## config.mk

```make
export PLATFORM = sky130hd
export DESIGN_NAME = ala_top
export DESIGN_NICKNAME = d
export VERILOG_FILES = /design/src/design/ala_pkg.sv /design/src/design/ala_nv_store.sv /design/src/design/ala_channel.sv /design/src/design/ala_top.sv
export VERILOG_INCLUDE_DIRS = /design/src /design/src/design
export SDC_FILE = /design/constraint.sdc
export NUM_CORES = 1
export LEC_CHECK = 0
export BUFFER_PORTS_ARGS = -buffer_cell sky130_fd_sc_hd__clkbuf_2
export CAP_MARGIN = 30
export CORE_AREA = 10 10 111 113
export DETAILED_ROUTE_END_ITERATION = 8
export DIE_AREA = 0 0 121 123
export PLACE_DENSITY = 0.78
export SLEW_MARGIN = 20
export SYNTH_ARGS = -nofsm -noshare
export SYNTH_HDL_FRONTEND = slang
export SYNTH_HIERARCHICAL = 1
export SYNTH_SLANG_ARGS = --single-unit
```

## constraint.sdc

```tcl
create_clock -name clock -period 2.39 [get_ports clock]
set_input_delay 0 -clock clock [delete_from_list [all_inputs] [get_ports clock]]
set_output_delay 0 -clock clock [all_outputs]
set_load 0.02 [all_outputs]
```

## src/design/ala_params.svh

```systemverilog
`ifndef ALA_PARAMS_SVH
`define ALA_PARAMS_SVH
`define ALA_ADDR_CTRL 8'h00
`define ALA_ADDR_TYPE 8'h04
`define ALA_ADDR_BLOCK 8'h08
`define ALA_ADDR_STATUS 8'h0c
`define ALA_ADDR_ACKED 8'h10
`define ALA_ADDR_UNACK 8'h14
`define ALA_ADDR_OUTS 8'h18
`define ALA_CTRL_GACK 0
`define ALA_CTRL_RESTORE 1
`define ALA_NUM_ALARMS 4
`define ALA_FLASH_HALF_NS 250000000
`define ALA_CLK_NS 100
`endif

```

## src/design/ala_pkg.sv

```systemverilog
package ala_pkg;
  typedef enum logic [1:0] {
    ALA_TYPE_NONE = 2'h0,
    ALA_TYPE_AUTO = 2'h1,
    ALA_TYPE_MANUAL = 2'h2,
    ALA_TYPE_EVENT = 2'h3
  } ala_type_t;
  typedef enum logic [1:0] {
    ALA_ST_IDLE = 2'h0,
    ALA_ST_ACTIVE = 2'h1,
    ALA_ST_ACKED = 2'h2,
    ALA_ST_UNACK = 2'h3
  } ala_state_t;
endpackage : ala_pkg

```

## src/design/ala_nv_store.sv

```systemverilog
`timescale 1ns/10ps
`default_nettype none
// ********************************************************************
// Retained alarm state, modelled as a small register memory
// ********************************************************************
module ala_nv_store #(
  parameter int N = 4
) (
  input wire logic clock,
  input wire logic we,
  input wire logic [2*N-1:0] wdata,
  output logic [2*N-1:0] rdata
);
  logic [2*N-1:0] mem;
  // No reset: contents must survive the device's own reset
  always_ff @(posedge clock) begin
    if (we) begin
      mem <= wdata;
    end
    rdata <= mem;
  end
endmodule // ala_nv_store
`default_nettype wire

```

## src/design/ala_channel.sv

```systemverilog
`timescale 1ns/10ps
`default_nettype none
// ********************************************************************
// One alarm channel: latching state machine
// ********************************************************************
module ala_channel (
  input wire logic clock,
  input wire logic srst,
  input wire logic cond,
  input wire logic ack_pulse,
  input wire logic [1:0] latch_type,
  input wire logic block_cfg,
  input wire logic restore,
  input wire logic [1:0] saved_state,
  output ala_pkg::ala_state_t state,
  output logic blocked,
  output logic output_on,
  output logic needs_attention,
  output logic is_active
);
  ala_pkg::ala_state_t next_state;
  logic next_blocked;
  logic is_none, is_auto, is_man, is_evt;
  ala_pkg::ala_state_t saved;

  assign is_none = latch_type == 2'(ala_pkg::ALA_TYPE_NONE);
  assign is_auto = latch_type == 2'(ala_pkg::ALA_TYPE_AUTO);
  assign is_man = latch_type == 2'(ala_pkg::ALA_TYPE_MANUAL);
  assign is_evt = latch_type == 2'(ala_pkg::ALA_TYPE_EVENT);
  assign saved = ala_pkg::ala_state_t'(saved_state);

  always_comb begin
    next_state = state;
    next_blocked = blocked;
    if (restore) begin
      next_blocked = 1'b0;
      unique case (saved)
        ala_pkg::ALA_ST_ACTIVE, ala_pkg::ALA_ST_ACKED: begin
          if (is_man) begin
            next_state = cond ? saved : ala_pkg::ALA_ST_UNACK;
          end else if (is_auto) begin
            if (block_cfg && saved == ala_pkg::ALA_ST_ACKED) begin
              next_state = ala_pkg::ALA_ST_IDLE;
              next_blocked = 1'b1;
            end else if (cond) begin
              next_state = saved;
            end else begin
              next_state = (saved == ala_pkg::ALA_ST_ACKED) ?
                ala_pkg::ALA_ST_IDLE : ala_pkg::ALA_ST_UNACK;
            end
          end else if (block_cfg) begin
            next_state = ala_pkg::ALA_ST_IDLE;
            next_blocked = 1'b1;
          end else begin
            next_state = cond ? saved : ala_pkg::ALA_ST_IDLE;
          end
        end
        ala_pkg::ALA_ST_UNACK: begin
          next_state = (is_auto || is_man) ? ala_pkg::ALA_ST_UNACK :
            ala_pkg::ALA_ST_IDLE;
        end
        ala_pkg::ALA_ST_IDLE: next_state = ala_pkg::ALA_ST_IDLE;
      endcase
    end else if (blocked) begin
      // Blocking lifts once the condition has gone away
      if (!cond) begin
        next_blocked = 1'b0;
      end
    end else begin
      unique case (state)
        ala_pkg::ALA_ST_IDLE: begin
          if (cond) begin
            next_state = ala_pkg::ALA_ST_ACTIVE;
          end
        end
        ala_pkg::ALA_ST_ACTIVE: begin
          if (is_evt || is_none) begin
            if (!cond) next_state = ala_pkg::ALA_ST_IDLE;
            else if (ack_pulse && is_none) next_state = ala_pkg::ALA_ST_ACKED;
          end else if (is_auto) begin
            if (ack_pulse) next_state = ala_pkg::ALA_ST_ACKED;
            else if (!cond) next_state = ala_pkg::ALA_ST_UNACK;
          end else begin
            if (!cond) next_state = ala_pkg::ALA_ST_UNACK;
          end
        end
        ala_pkg::ALA_ST_ACKED: begin
          if (!cond) next_state = ala_pkg::ALA_ST_IDLE;
        end
        ala_pkg::ALA_ST_UNACK: begin
          if (cond) next_state = ala_pkg::ALA_ST_ACTIVE;
          else if (ack_pulse) next_state = ala_pkg::ALA_ST_IDLE;
        end
      endcase
    end
  end

  always_ff @(posedge clock) begin
    if (srst) begin
      state <= ala_pkg::ALA_ST_IDLE;
      blocked <= 1'b0;
    end else begin
      state <= next_state;
      blocked <= next_blocked;
    end
  end

  assign is_active = state != ala_pkg::ALA_ST_IDLE;
  assign output_on = is_active;
  // Event alarms never show on the beacon or display
  assign needs_attention = !is_evt &&
    (state == ala_pkg::ALA_ST_ACTIVE || state == ala_pkg::ALA_ST_UNACK);

  property p_evt_no_latch;
    @(posedge clock) disable iff (srst)
      (is_evt && !restore && !blocked && state != ala_pkg::ALA_ST_IDLE && !cond)
      |=> state == ala_pkg::ALA_ST_IDLE;
  endproperty
  a_evt_no_latch: assert property (p_evt_no_latch) else $error("event alarm latched");

  property p_man_ack_ignored;
    @(posedge clock) disable iff (srst)
      (is_man && !restore && !blocked && state == ala_pkg::ALA_ST_ACTIVE && cond)
      |=> state == ala_pkg::ALA_ST_ACTIVE;
  endproperty
  a_man_ack_ignored: assert property (p_man_ack_ignored) else $error("manual ack not ignored");

  property p_man_stays;
    @(posedge clock) disable iff (srst)
      (is_man && !restore && state == ala_pkg::ALA_ST_UNACK && !cond && !ack_pulse)
      |=> state == ala_pkg::ALA_ST_UNACK;
  endproperty
  a_man_stays: assert property (p_man_stays) else $error("manual alarm cleared without ack");

  property p_auto_ack;
    @(posedge clock) disable iff (srst)
      (is_auto && !restore && !blocked && state == ala_pkg::ALA_ST_ACTIVE && ack_pulse)
      |=> state == ala_pkg::ALA_ST_ACKED;
  endproperty
  a_auto_ack: assert property (p_auto_ack) else $error("auto ack not taken");

  property p_man_no_block;
    @(posedge clock) disable iff (srst)
      (restore && is_man) |=> !blocked;
  endproperty
  a_man_no_block: assert property (p_man_no_block) else $error("manual alarm blocked");
endmodule // ala_channel
`default_nettype wire

```

## src/design/ala_top.sv

```systemverilog
// The implementer's own choices: the register offsets and the Avalon-MM slave port.
`include "ala_params.svh"
`timescale 1ns/10ps
`default_nettype none
// ********************************************************************
// Alarm latch and acknowledge block
// ********************************************************************
module ala_top #(
  parameter int N = `ALA_NUM_ALARMS,
  parameter int FLASH_HALF_CYCLES = `ALA_FLASH_HALF_NS / `ALA_CLK_NS
) (
  input wire logic clock,
  input wire logic srst,
  input wire logic [N-1:0] alarm_cond,
  input wire logic [N-1:0] ack_in,
  input wire logic global_ack_in,
  input wire logic [7:0] avs_address,
  input wire logic avs_read,
  input wire logic avs_write,
  input wire logic [31:0] avs_writedata,
  input wire logic [3:0] avs_byteenable,
  output logic [31:0] avs_readdata,
  output logic avs_waitrequest,
  output logic [N-1:0] alarm_output,
  output logic [N-1:0] output_beacon,
  output logic alarm_beacon,
  output logic top_row_red,
  output logic scroll_message
);
  // ******************************************************************
  // Input synchronisers and acknowledge edge detection
  // ******************************************************************
  logic [N:0] ack_s1, ack_s2, ack_s3;
  logic [N-1:0] cond_s1, cond_s2;
  logic [N-1:0] ack_pulse;
  logic gack_reg, gack_reg_d;
  wire [N:0] ack_raw = {global_ack_in, ack_in};
  wire [N:0] ack_rise = ack_s2 & ~ack_s3;
  wire gack_pulse = ack_rise[N] || (gack_reg && !gack_reg_d);
  assign ack_pulse = ack_rise[N-1:0] | {N{gack_pulse}};

  always_ff @(posedge clock) begin
    if (srst) begin
      ack_s1 <= '0;
      ack_s2 <= '0;
      ack_s3 <= '0;
      cond_s1 <= '0;
      cond_s2 <= '0;
      gack_reg_d <= 1'b0;
    end else begin
      ack_s1 <= ack_raw;
      ack_s2 <= ack_s1;
      ack_s3 <= ack_s2;
      cond_s1 <= alarm_cond;
      cond_s2 <= cond_s1;
      gack_reg_d <= gack_reg;
    end
  end

  // ******************************************************************
  // Registers
  // ******************************************************************
  logic [2*N-1:0] type_reg;
  logic [N-1:0] block_reg;
  logic restore_req, restore_d;
  logic [2*N-1:0] saved_states, live_states;
  logic [N-1:0] blocked, out_on, attn, active;
  logic nv_loaded;

  // Writes land only on the accepting edge, so a CTRL strobe fires once
  wire wr_go = avs_write && !avs_waitrequest;
  wire wr_ctrl = wr_go && avs_address == `ALA_ADDR_CTRL && avs_byteenable[0];
  wire wr_type = wr_go && avs_address == `ALA_ADDR_TYPE && avs_byteenable[0];
  wire wr_block = wr_go && avs_address == `ALA_ADDR_BLOCK && avs_byteenable[0];

  always_ff @(posedge clock) begin
    if (srst) begin
      type_reg <= '0;
      block_reg <= '0;
      gack_reg <= 1'b0;
      restore_req <= 1'b0;
    end else begin
      if (wr_type) type_reg <= avs_writedata[2*N-1:0];
      if (wr_block) block_reg <= avs_writedata[N-1:0];
      gack_reg <= wr_ctrl && avs_writedata[`ALA_CTRL_GACK];
      restore_req <= wr_ctrl && avs_writedata[`ALA_CTRL_RESTORE];
    end
  end

  // Readback of retained state takes a cycle, so restore is applied one cycle late
  always_ff @(posedge clock) begin
    if (srst) begin
      restore_d <= 1'b0;
      nv_loaded <= 1'b0;
    end else begin
      restore_d <= restore_req;
      nv_loaded <= 1'b1;
    end
  end

  // Wait states: one cycle for every access keeps the readback registered
  logic ack_done;
  always_ff @(posedge clock) begin
    if (srst) begin
      ack_done <= 1'b0;
    end else begin
      ack_done <= (avs_read || avs_write) && !ack_done;
    end
  end
  assign avs_waitrequest = (avs_read || avs_write) && !ack_done;

  logic [31:0] rd_mux;
  always_comb begin
    rd_mux = 32'h0;
    unique case (avs_address)
      `ALA_ADDR_TYPE: rd_mux[2*N-1:0] = type_reg;
      `ALA_ADDR_BLOCK: rd_mux[N-1:0] = block_reg;
      `ALA_ADDR_STATUS: rd_mux[N-1:0] = active;
      `ALA_ADDR_ACKED: rd_mux[2*N-1:0] = live_states;
      `ALA_ADDR_UNACK: rd_mux[N-1:0] = attn;
      `ALA_ADDR_OUTS: rd_mux[N-1:0] = blocked;
      default: rd_mux = 32'h0;
    endcase
  end

  always_ff @(posedge clock) begin
    if (srst) begin
      avs_readdata <= 32'h0;
    end else if (avs_read && !ack_done) begin
      avs_readdata <= rd_mux;
    end
  end

  // ******************************************************************
  // Channels and retained state
  // ******************************************************************
  genvar g;
  generate
    for (g = 0; g < N; g++) begin : g_ch
      ala_pkg::ala_state_t st;
      ala_channel u_ch (
        .clock(clock),
        .srst(srst),
        .cond(cond_s2[g]),
        .ack_pulse(ack_pulse[g]),
        .latch_type(type_reg[2*g+1:2*g]),
        .block_cfg(block_reg[g]),
        .restore(restore_d),
        .saved_state(saved_states[2*g+1:2*g]),
        .state(st),
        .blocked(blocked[g]),
        .output_on(out_on[g]),
        .needs_attention(attn[g]),
        .is_active(active[g])
      );
      assign live_states[2*g+1:2*g] = st;
    end
  endgenerate

  // Stored continuously, frozen while a restore is being taken
  ala_nv_store #(.N(N)) u_nv (
    .clock(clock),
    .we(nv_loaded && !restore_req && !restore_d),
    .wdata(live_states),
    .rdata(saved_states)
  );

  // ******************************************************************
  // Indication
  // ******************************************************************
  logic [$clog2(FLASH_HALF_CYCLES+1)-1:0] flash_cnt;
  logic flash;
  always_ff @(posedge clock) begin
    if (srst) begin
      flash_cnt <= '0;
      flash <= 1'b0;
    end else if (flash_cnt == $bits(flash_cnt)'(FLASH_HALF_CYCLES - 1)) begin
      flash_cnt <= '0;
      flash <= !flash;
    end else begin
      flash_cnt <= flash_cnt + 1'b1;
    end
  end

  // Event alarms drive their output but stay off the display and beacon
  function automatic logic evt_type(input logic [1:0] t);
    return t == 2'(ala_pkg::ALA_TYPE_EVENT);
  endfunction

  wire any_attn = |attn;
  logic [N-1:0] shown, evt_mask;
  for (g = 0; g < N; g++) begin : g_show
    assign evt_mask[g] = evt_type(type_reg[2*g+1:2*g]);
    assign shown[g] = active[g] && !evt_mask[g];
  end
  wire any_shown = |shown;

  always_ff @(posedge clock) begin
    if (srst) begin
      alarm_output <= '1;
      output_beacon <= '0;
      alarm_beacon <= 1'b0;
      top_row_red <= 1'b0;
      scroll_message <= 1'b0;
    end else begin
      alarm_output <= ~out_on;
      output_beacon <= out_on;
      alarm_beacon <= any_attn ? flash : any_shown;
      top_row_red <= any_attn;
      scroll_message <= any_shown;
    end
  end

  // ******************************************************************
  // Checks
  // ******************************************************************
  property p_beacon_off;
    @(posedge clock) disable iff (srst)
      (!any_shown && !any_attn) |=> !alarm_beacon;
  endproperty
  a_beacon_off: assert property (p_beacon_off) else $error("beacon lit with no alarm");

  property p_out_deenergised;
    @(posedge clock) disable iff (srst)
      out_on[0] |=> !alarm_output[0] && output_beacon[0];
  endproperty
  a_out_deenergised: assert property (p_out_deenergised) else $error("output not driven");

  property p_ack_once;
    @(posedge clock) disable iff (srst)
      ack_s2[0] && ack_s3[0] && !gack_pulse |-> !ack_pulse[0];
  endproperty
  a_ack_once: assert property (p_ack_once) else $error("held ack repeated");

  property p_gack_all;
    @(posedge clock) disable iff (srst)
      gack_pulse |-> &ack_pulse;
  endproperty
  a_gack_all: assert property (p_gack_all) else $error("global ack missed one");

  property p_red_follows;
    @(posedge clock) disable iff (srst)
      any_attn |=> top_row_red;
  endproperty
  a_red_follows: assert property (p_red_follows) else $error("top row not red");

  property p_red_clears;
    @(posedge clock) disable iff (srst)
      !any_attn |=> !top_row_red;
  endproperty
  a_red_clears: assert property (p_red_clears) else $error("top row red with nothing due");

  property p_scroll_follows;
    @(posedge clock) disable iff (srst)
      any_shown |=> scroll_message;
  endproperty
  a_scroll_follows: assert property (p_scroll_follows) else $error("message not shown");

  property p_steady;
    @(posedge clock) disable iff (srst)
      (!any_attn && any_shown) |=> alarm_beacon;
  endproperty
  a_steady: assert property (p_steady) else $error("acked alarm beacon not steady");

  property p_evt_silent;
    @(posedge clock) disable iff (srst)
      &(evt_mask | ~active) |=> !scroll_message && !top_row_red && !alarm_beacon;
  endproperty
  a_evt_silent: assert property (p_evt_silent) else $error("event alarm indicated");

  property p_out_pair;
    @(posedge clock) disable iff (srst)
      output_beacon == ~alarm_output;
  endproperty
  a_out_pair: assert property (p_out_pair) else $error("output and its beacon differ");

  property p_ack_single;
    @(posedge clock) disable iff (srst)
      ack_rise[0] |=> !ack_rise[0];
  endproperty
  a_ack_single: assert property (p_ack_single) else $error("ack edge lasted two cycles");

  property p_one_wait;
    @(posedge clock) disable iff (srst)
      avs_waitrequest |=> !avs_waitrequest;
  endproperty
  a_one_wait: assert property (p_one_wait) else $error("more than one wait state");

  property p_unmapped_zero;
    @(posedge clock) disable iff (srst)
      (avs_read && !ack_done && avs_address > `ALA_ADDR_OUTS) |=> avs_readdata == 32'h0;
  endproperty
  a_unmapped_zero: assert property (p_unmapped_zero) else $error("unmapped read not zero");

  property p_wr_once;
    @(posedge clock) disable iff (srst)
      restore_req |=> !restore_req;
  endproperty
  a_wr_once: assert property (p_wr_once) else $error("restore strobe repeated");

  c_attn: cover property (@(posedge clock) disable iff (srst) any_attn ##[1:20] !any_attn);
  c_restore: cover property (@(posedge clock) disable iff (srst) restore_d);
  c_blocked: cover property (@(posedge clock) disable iff (srst) |blocked);
  c_gack: cover property (@(posedge clock) disable iff (srst) gack_pulse);
  c_evt_out: cover property (@(posedge clock) disable iff (srst) active[0] && evt_mask[0]);
endmodule // ala_top
`default_nettype wire

```

# Yosys cells after proc, flatten, opt, wreduce, memory -nomap -nowiden
# Cells that the tools add are included.
# totals
reg_bits,111
inputBits,57
out_inout_bits,44
# op_classes
add_sub_neg,1
n_eq_ne,63
muxes,128
bitwise_logic,4
n_reduce_logical,82
# op_table
cell,count
$mux W2,84
$eq A2 B2 Y1 const B,24
$mux W1,34
$pmux W2 S4,4
$logic_and A1 B1 Y1,30
$eq A2 B1 Y1 const B,12
$eq A8 B5 Y1 const B,3
$logic_not A2 Y1,12
$ne A3 B3 Y1 const B,8
$pmux W2 S3,4
$pmux W4 S6,1
$add A22 B1 Y22 const B,1
$eq A22 B22 Y1 const B,1
$ne A5 B5 Y1 const B,4
$reduce_and A5 Y1,4
$eq A8 B4 Y1 const B,2
$ne A4 B4 Y1 const B,4
$logic_or A1 B1 Y1,14
$logic_not A1 Y1,10
$reduce_or A2 Y1,5
$eq A8 B3 Y1 const B,1
$logic_not A8 Y1,1
$ne A2 B2 Y1 const B,4
$pmux W4 S2,1
6 further kinds,10

# Depth between registers and ports, before layout
# logic_depth
depth_word,11
depth_mapped,7
mapped_depth_nobuf,7

# Modules after synthesis
# Netlist, hierarchy kept.
# modules_own_cells
module,instances,cells_each,area_per_inst_um2
ala_top,1,381,3433.3
ala_channel,4,51,405.4
ala_nv_store,1,16,400.4

# Worst setup path after synthesis
# No wires, ideal clock.
# synth_path
path_type,register to register
start,register flash_cnt[0]
end,register flash_cnt[18]
setup_ps,70
t_arrival_ps,1772
t_required_ps,2320
path_slack_ps,548
stages_incl_launch_ff,6
n_path_buf,0
synth_period_minus_slack_ps,1842
cell_sequence,dfxtp_1 > ha_1 > nand4_4 > or4_4 > or3_1 > a21oi_1
# synth_via
elab_chain_cells,2
elab_cells_between_ends,3
classes_between,add/sub: 1; eq/ne: 1; reduce/logical: 1
# synth_rtl
item,line,text
from (decl),ala_top.sv:171,logic [$clog2(FLASH_HALF_CYCLES+1)-1:0] flash_cnt;
from (signal assigned),ala_top.sv:181,flash_cnt <= flash_cnt + 1'b1;
branches (longest 2 deep; another with $add A22 B1 Y22),n/a,
# Parallel ways; which one is timed is not known.
# A chain may end at the register's enable or synchronous reset.

# Worst setup path after layout
# layout_path
start,register restore_d
end,register g_ch[3].u_ch.state[0]
# layout_via
elab_chain_cells,2
elab_cells_between_ends,7
classes_between,eq/ne: 5; mux: 1; reduce/logical: 1
# layout_rtl
item,line,text
from (decl),ala_top.sv:65,"logic restore_req, restore_d;"
from (signal assigned),ala_top.sv:96,restore_d <= restore_req;
$ne A5 B5 Y1 (no line) (tied with other cells),n/a,
$reduce_and A5 Y1 (no line),n/a,
to (signal assigned),ala_channel.sv:100,state <= ala_pkg::ALA_ST_IDLE;
to (signal assigned),ala_channel.sv:103,state <= next_state;
to (decl),ala_channel.sv:15,"output ala_pkg::ala_state_t state,"
# Parallel ways exist; a longest one is shown, timed or not.

==> reports/results.ini <==
[outcome]
status = completed

[finish]
largest_register_ffs = 22
finish.utilization_pct = 60.5
area_growth_pct = 12.4
final_common_cell = dfxtp_1
diodes = 0
final_nets = 751
final_cell_mix = dfxtp_1, nor2_1, clkbuf_2
top_register = flash_cnt
drive_gt1_share_pct = 13.9
final_area_um2 = 6130

[clocking]
cts_hold_buf = 21
cts_setup_buffers = 0
clkLatencyLatePin_ns = 0.36
clockBufferDepth = 2
clkSlewWorstSetupHoldPaths_ns = 0.10
cts_made_buffers = 9
root_buffer = clkbuf_8
cts_sinks = 111
cts_resized = 0
htree_levels = 3
cts_tree = done

[worst_hold_path]
hold_end = avs_readdata[2]
holdPathStages = 4
hp-class = in -> reg
hold_path.startpoint = avs_address[6]

[grt]
grt_max_degree = 22
grt_pass1_wl_mm = 20.8
antenna_found_initial = 0
grt_pass1_vias = 4322
gr-total-overflow = 0
grt_use_total_pct = 16.8

[yosys]
ys_seq_elements = 111
synth_edf_count = 8
ys_async_sr_fraction_pct = 0
synth.largest_area_cell = dfxtp_1
yosysWarnings = 6
synthFlopType = dfxtp_1
ys_seq_area_share_pct = 42.2
netlist_instances = 601
synthTopCellsByArea = dfxtp_1, ha_1, nor2b_1, buf_4, edfxtp_1
postSynthAreaPerCell_um2 = 9.08
synth_area_um2 = 5460
yosysUniqueCellTypes = 60
netlist.area_leader.share_pct = 37.8

[power]
power.density_nw_per_um2 = 630
peakVddDrop_mv = 0.479
p_leak_nw = 2.36
switchingPower_mw = 1.18
p_seq_share_pct = 54.7
p_clk_share_pct = 27.5
p_sw_share_pct = 30.4
combPwrFrac_pct = 17.8
p_int_mw = 2.69

[drt]
routed_via_density = 5.62
antenna_left = 0
drcViolationCount = 0
vias = 4550
wirelength_mm = 12.8
wl_per_cell_um = 15.8
drtPass1Iterations = 5
drt_first_iter_violations = 378

[floorplanning]
die_w_um = 121
initial_core_util_pct = 53.8
die-area_um2 = 14900
ios = 101
rows = 37
die_y_um = 123
core_area_um2 = 10100

[placed_design]
port-buffer-count = 49
dpl.hpwl_mm = 9.51
place.gp.congestion = 0.873
dpl_cell_area_um2 = 5730

[worst_setup_path]
regToRegSetupSlack_ns = 0.39
path_class = reg -> reg
worstPathMaxFanout = 14
reg2reg_from = restore_d
required_ns = 2.65
r2r_cells = 4
setup.worst_path.start_class = flop
crit_arrival_ns = 2.26
crit_path_start = restore_d
end_kind = flop
rr_endpoint = g_ch[3].u_ch/state[0]

[timing]
hold_viol_final = 0
min_period_ns = 2.00
clock_skew_ns = 0.00713
whs_ns = 0.0592
fin_crit_sh_pct = 83.7
fin_tns_setup_ns = 0
slew_violations = 0
worst_pin_slew_ns = 0.705
slew_headroom_pct = 52.5
rsz0062_at_grt = false
max_clock_freq_mhz = 500
setup_viol_count_final = 0

[flow_run]
max_cap_violations = 0

==> synthesized netlist by cell type (4+ instances only) <==
cell type and count:
nor3b_2 4, nand2_2 4, a221oi_1 7, or2_1 4, buf_4 32, inv_1 35, nand3_1 25, a311oi_1 8
clkbuf_1 7, a311o_1 4, nor4_1 9, nand2b_1 10, a21o_1 4, nor3_1 9, nor2_1 59, a21oi_1 34
dfxtp_1 103, or3_1 12, ha_1 25, a211oi_1 4, a22o_1 4, a32oi_1 4, nor2b_1 44, o31a_1 4
o21a_1 4, mux2i_1 4, nand4_1 5, o21ai_0 34, a211o_1 4, a221o_1 4, nor4b_2 5, xnor2_1 8
edfxtp_1 8, a21boi_1 4, a2111oi_0 4, nand2_1 17
==> per-layer routing <==
layer  vias up  part of all wire [%]  track usage (%)
li1       2230                     -                -
met1      2154                    42             20.4
met2       145                    49             29.3
met3        21                   6.6             3.56
met4         0                   1.7             4.98
met5         -                     0                0
==> power by group through the flow <==
stage / logic [mW] / clock network (mW) / registers (mW)
2_1_floorplan: 0.471 / 0 / 2.18
3_3_place_gp: 0.637 / 0 / 2.15
3_5_place_dp: 0.655 / 0 / 2.16
4_1_cts: 0.684 / 1.09 / 2.11
5_1_grt: 0.756 / 1.16 / 2.13
6_report: 0.689 / 1.06 / 2.11
==> layout make-up <==
cell class / count / area (um2)
clock inverter: 7 / 65.1
sequential: 111 / 2300
multi-input combinational: 432 / 2810
fill: 879 / 4010
timing repair buffer: 79 / 523
clock buffer: 9 / 124
tap: 136 / 170
inverter: 36 / 135
==> critical path: stages, from the launching register on <==
cell       delay, ns
dfxtp_1         0.78
inv_1           0.19
nor4_1          0.38
a2111oi_0       0.20
a311o_1         0.35
==> how the worst max path moves through the flow <==
stage                            end  slack (ns)  cells past startpoint
6_report       g_ch[3].u_ch/state[0]        0.39                      4
5_1_grt                flash_cnt[20]        0.24                      5
2_1_floorplan          flash_cnt[18]        0.55                      5
4_1_cts                flash_cnt[18]        0.38                      5
3_3_place_gp           flash_cnt[18]        0.45                      5
3_5_place_dp           flash_cnt[18]        0.41                      5
==> logic make-up after synthesis <==
group,count (synthesis),synth area share (%)
XOR/XNOR,10,1.61
AO/OA/AOI/OAI,137,16.9
buffers and inverters,81,7.84
flip-flops,111,42.2
multiplexers,7,1.35
adder cells (fa/ha/maj),25,5.73
other,1,0.0687
AND/OR/NAND/NOR,229,24.2
==> per-stage QoR <==
stage	total power [mW]	instances	setup WS [ns]
2_1_floorplan	2.65	624	0.548
6_report	3.86	810	0.389
3_5_place_dp	2.81	773	0.407
5_1_grt	4.05	810	0.235
3_3_place_gp	2.78	773	0.454
4_1_cts	3.88	810	0.385
(Power assumes the default switching activity.)
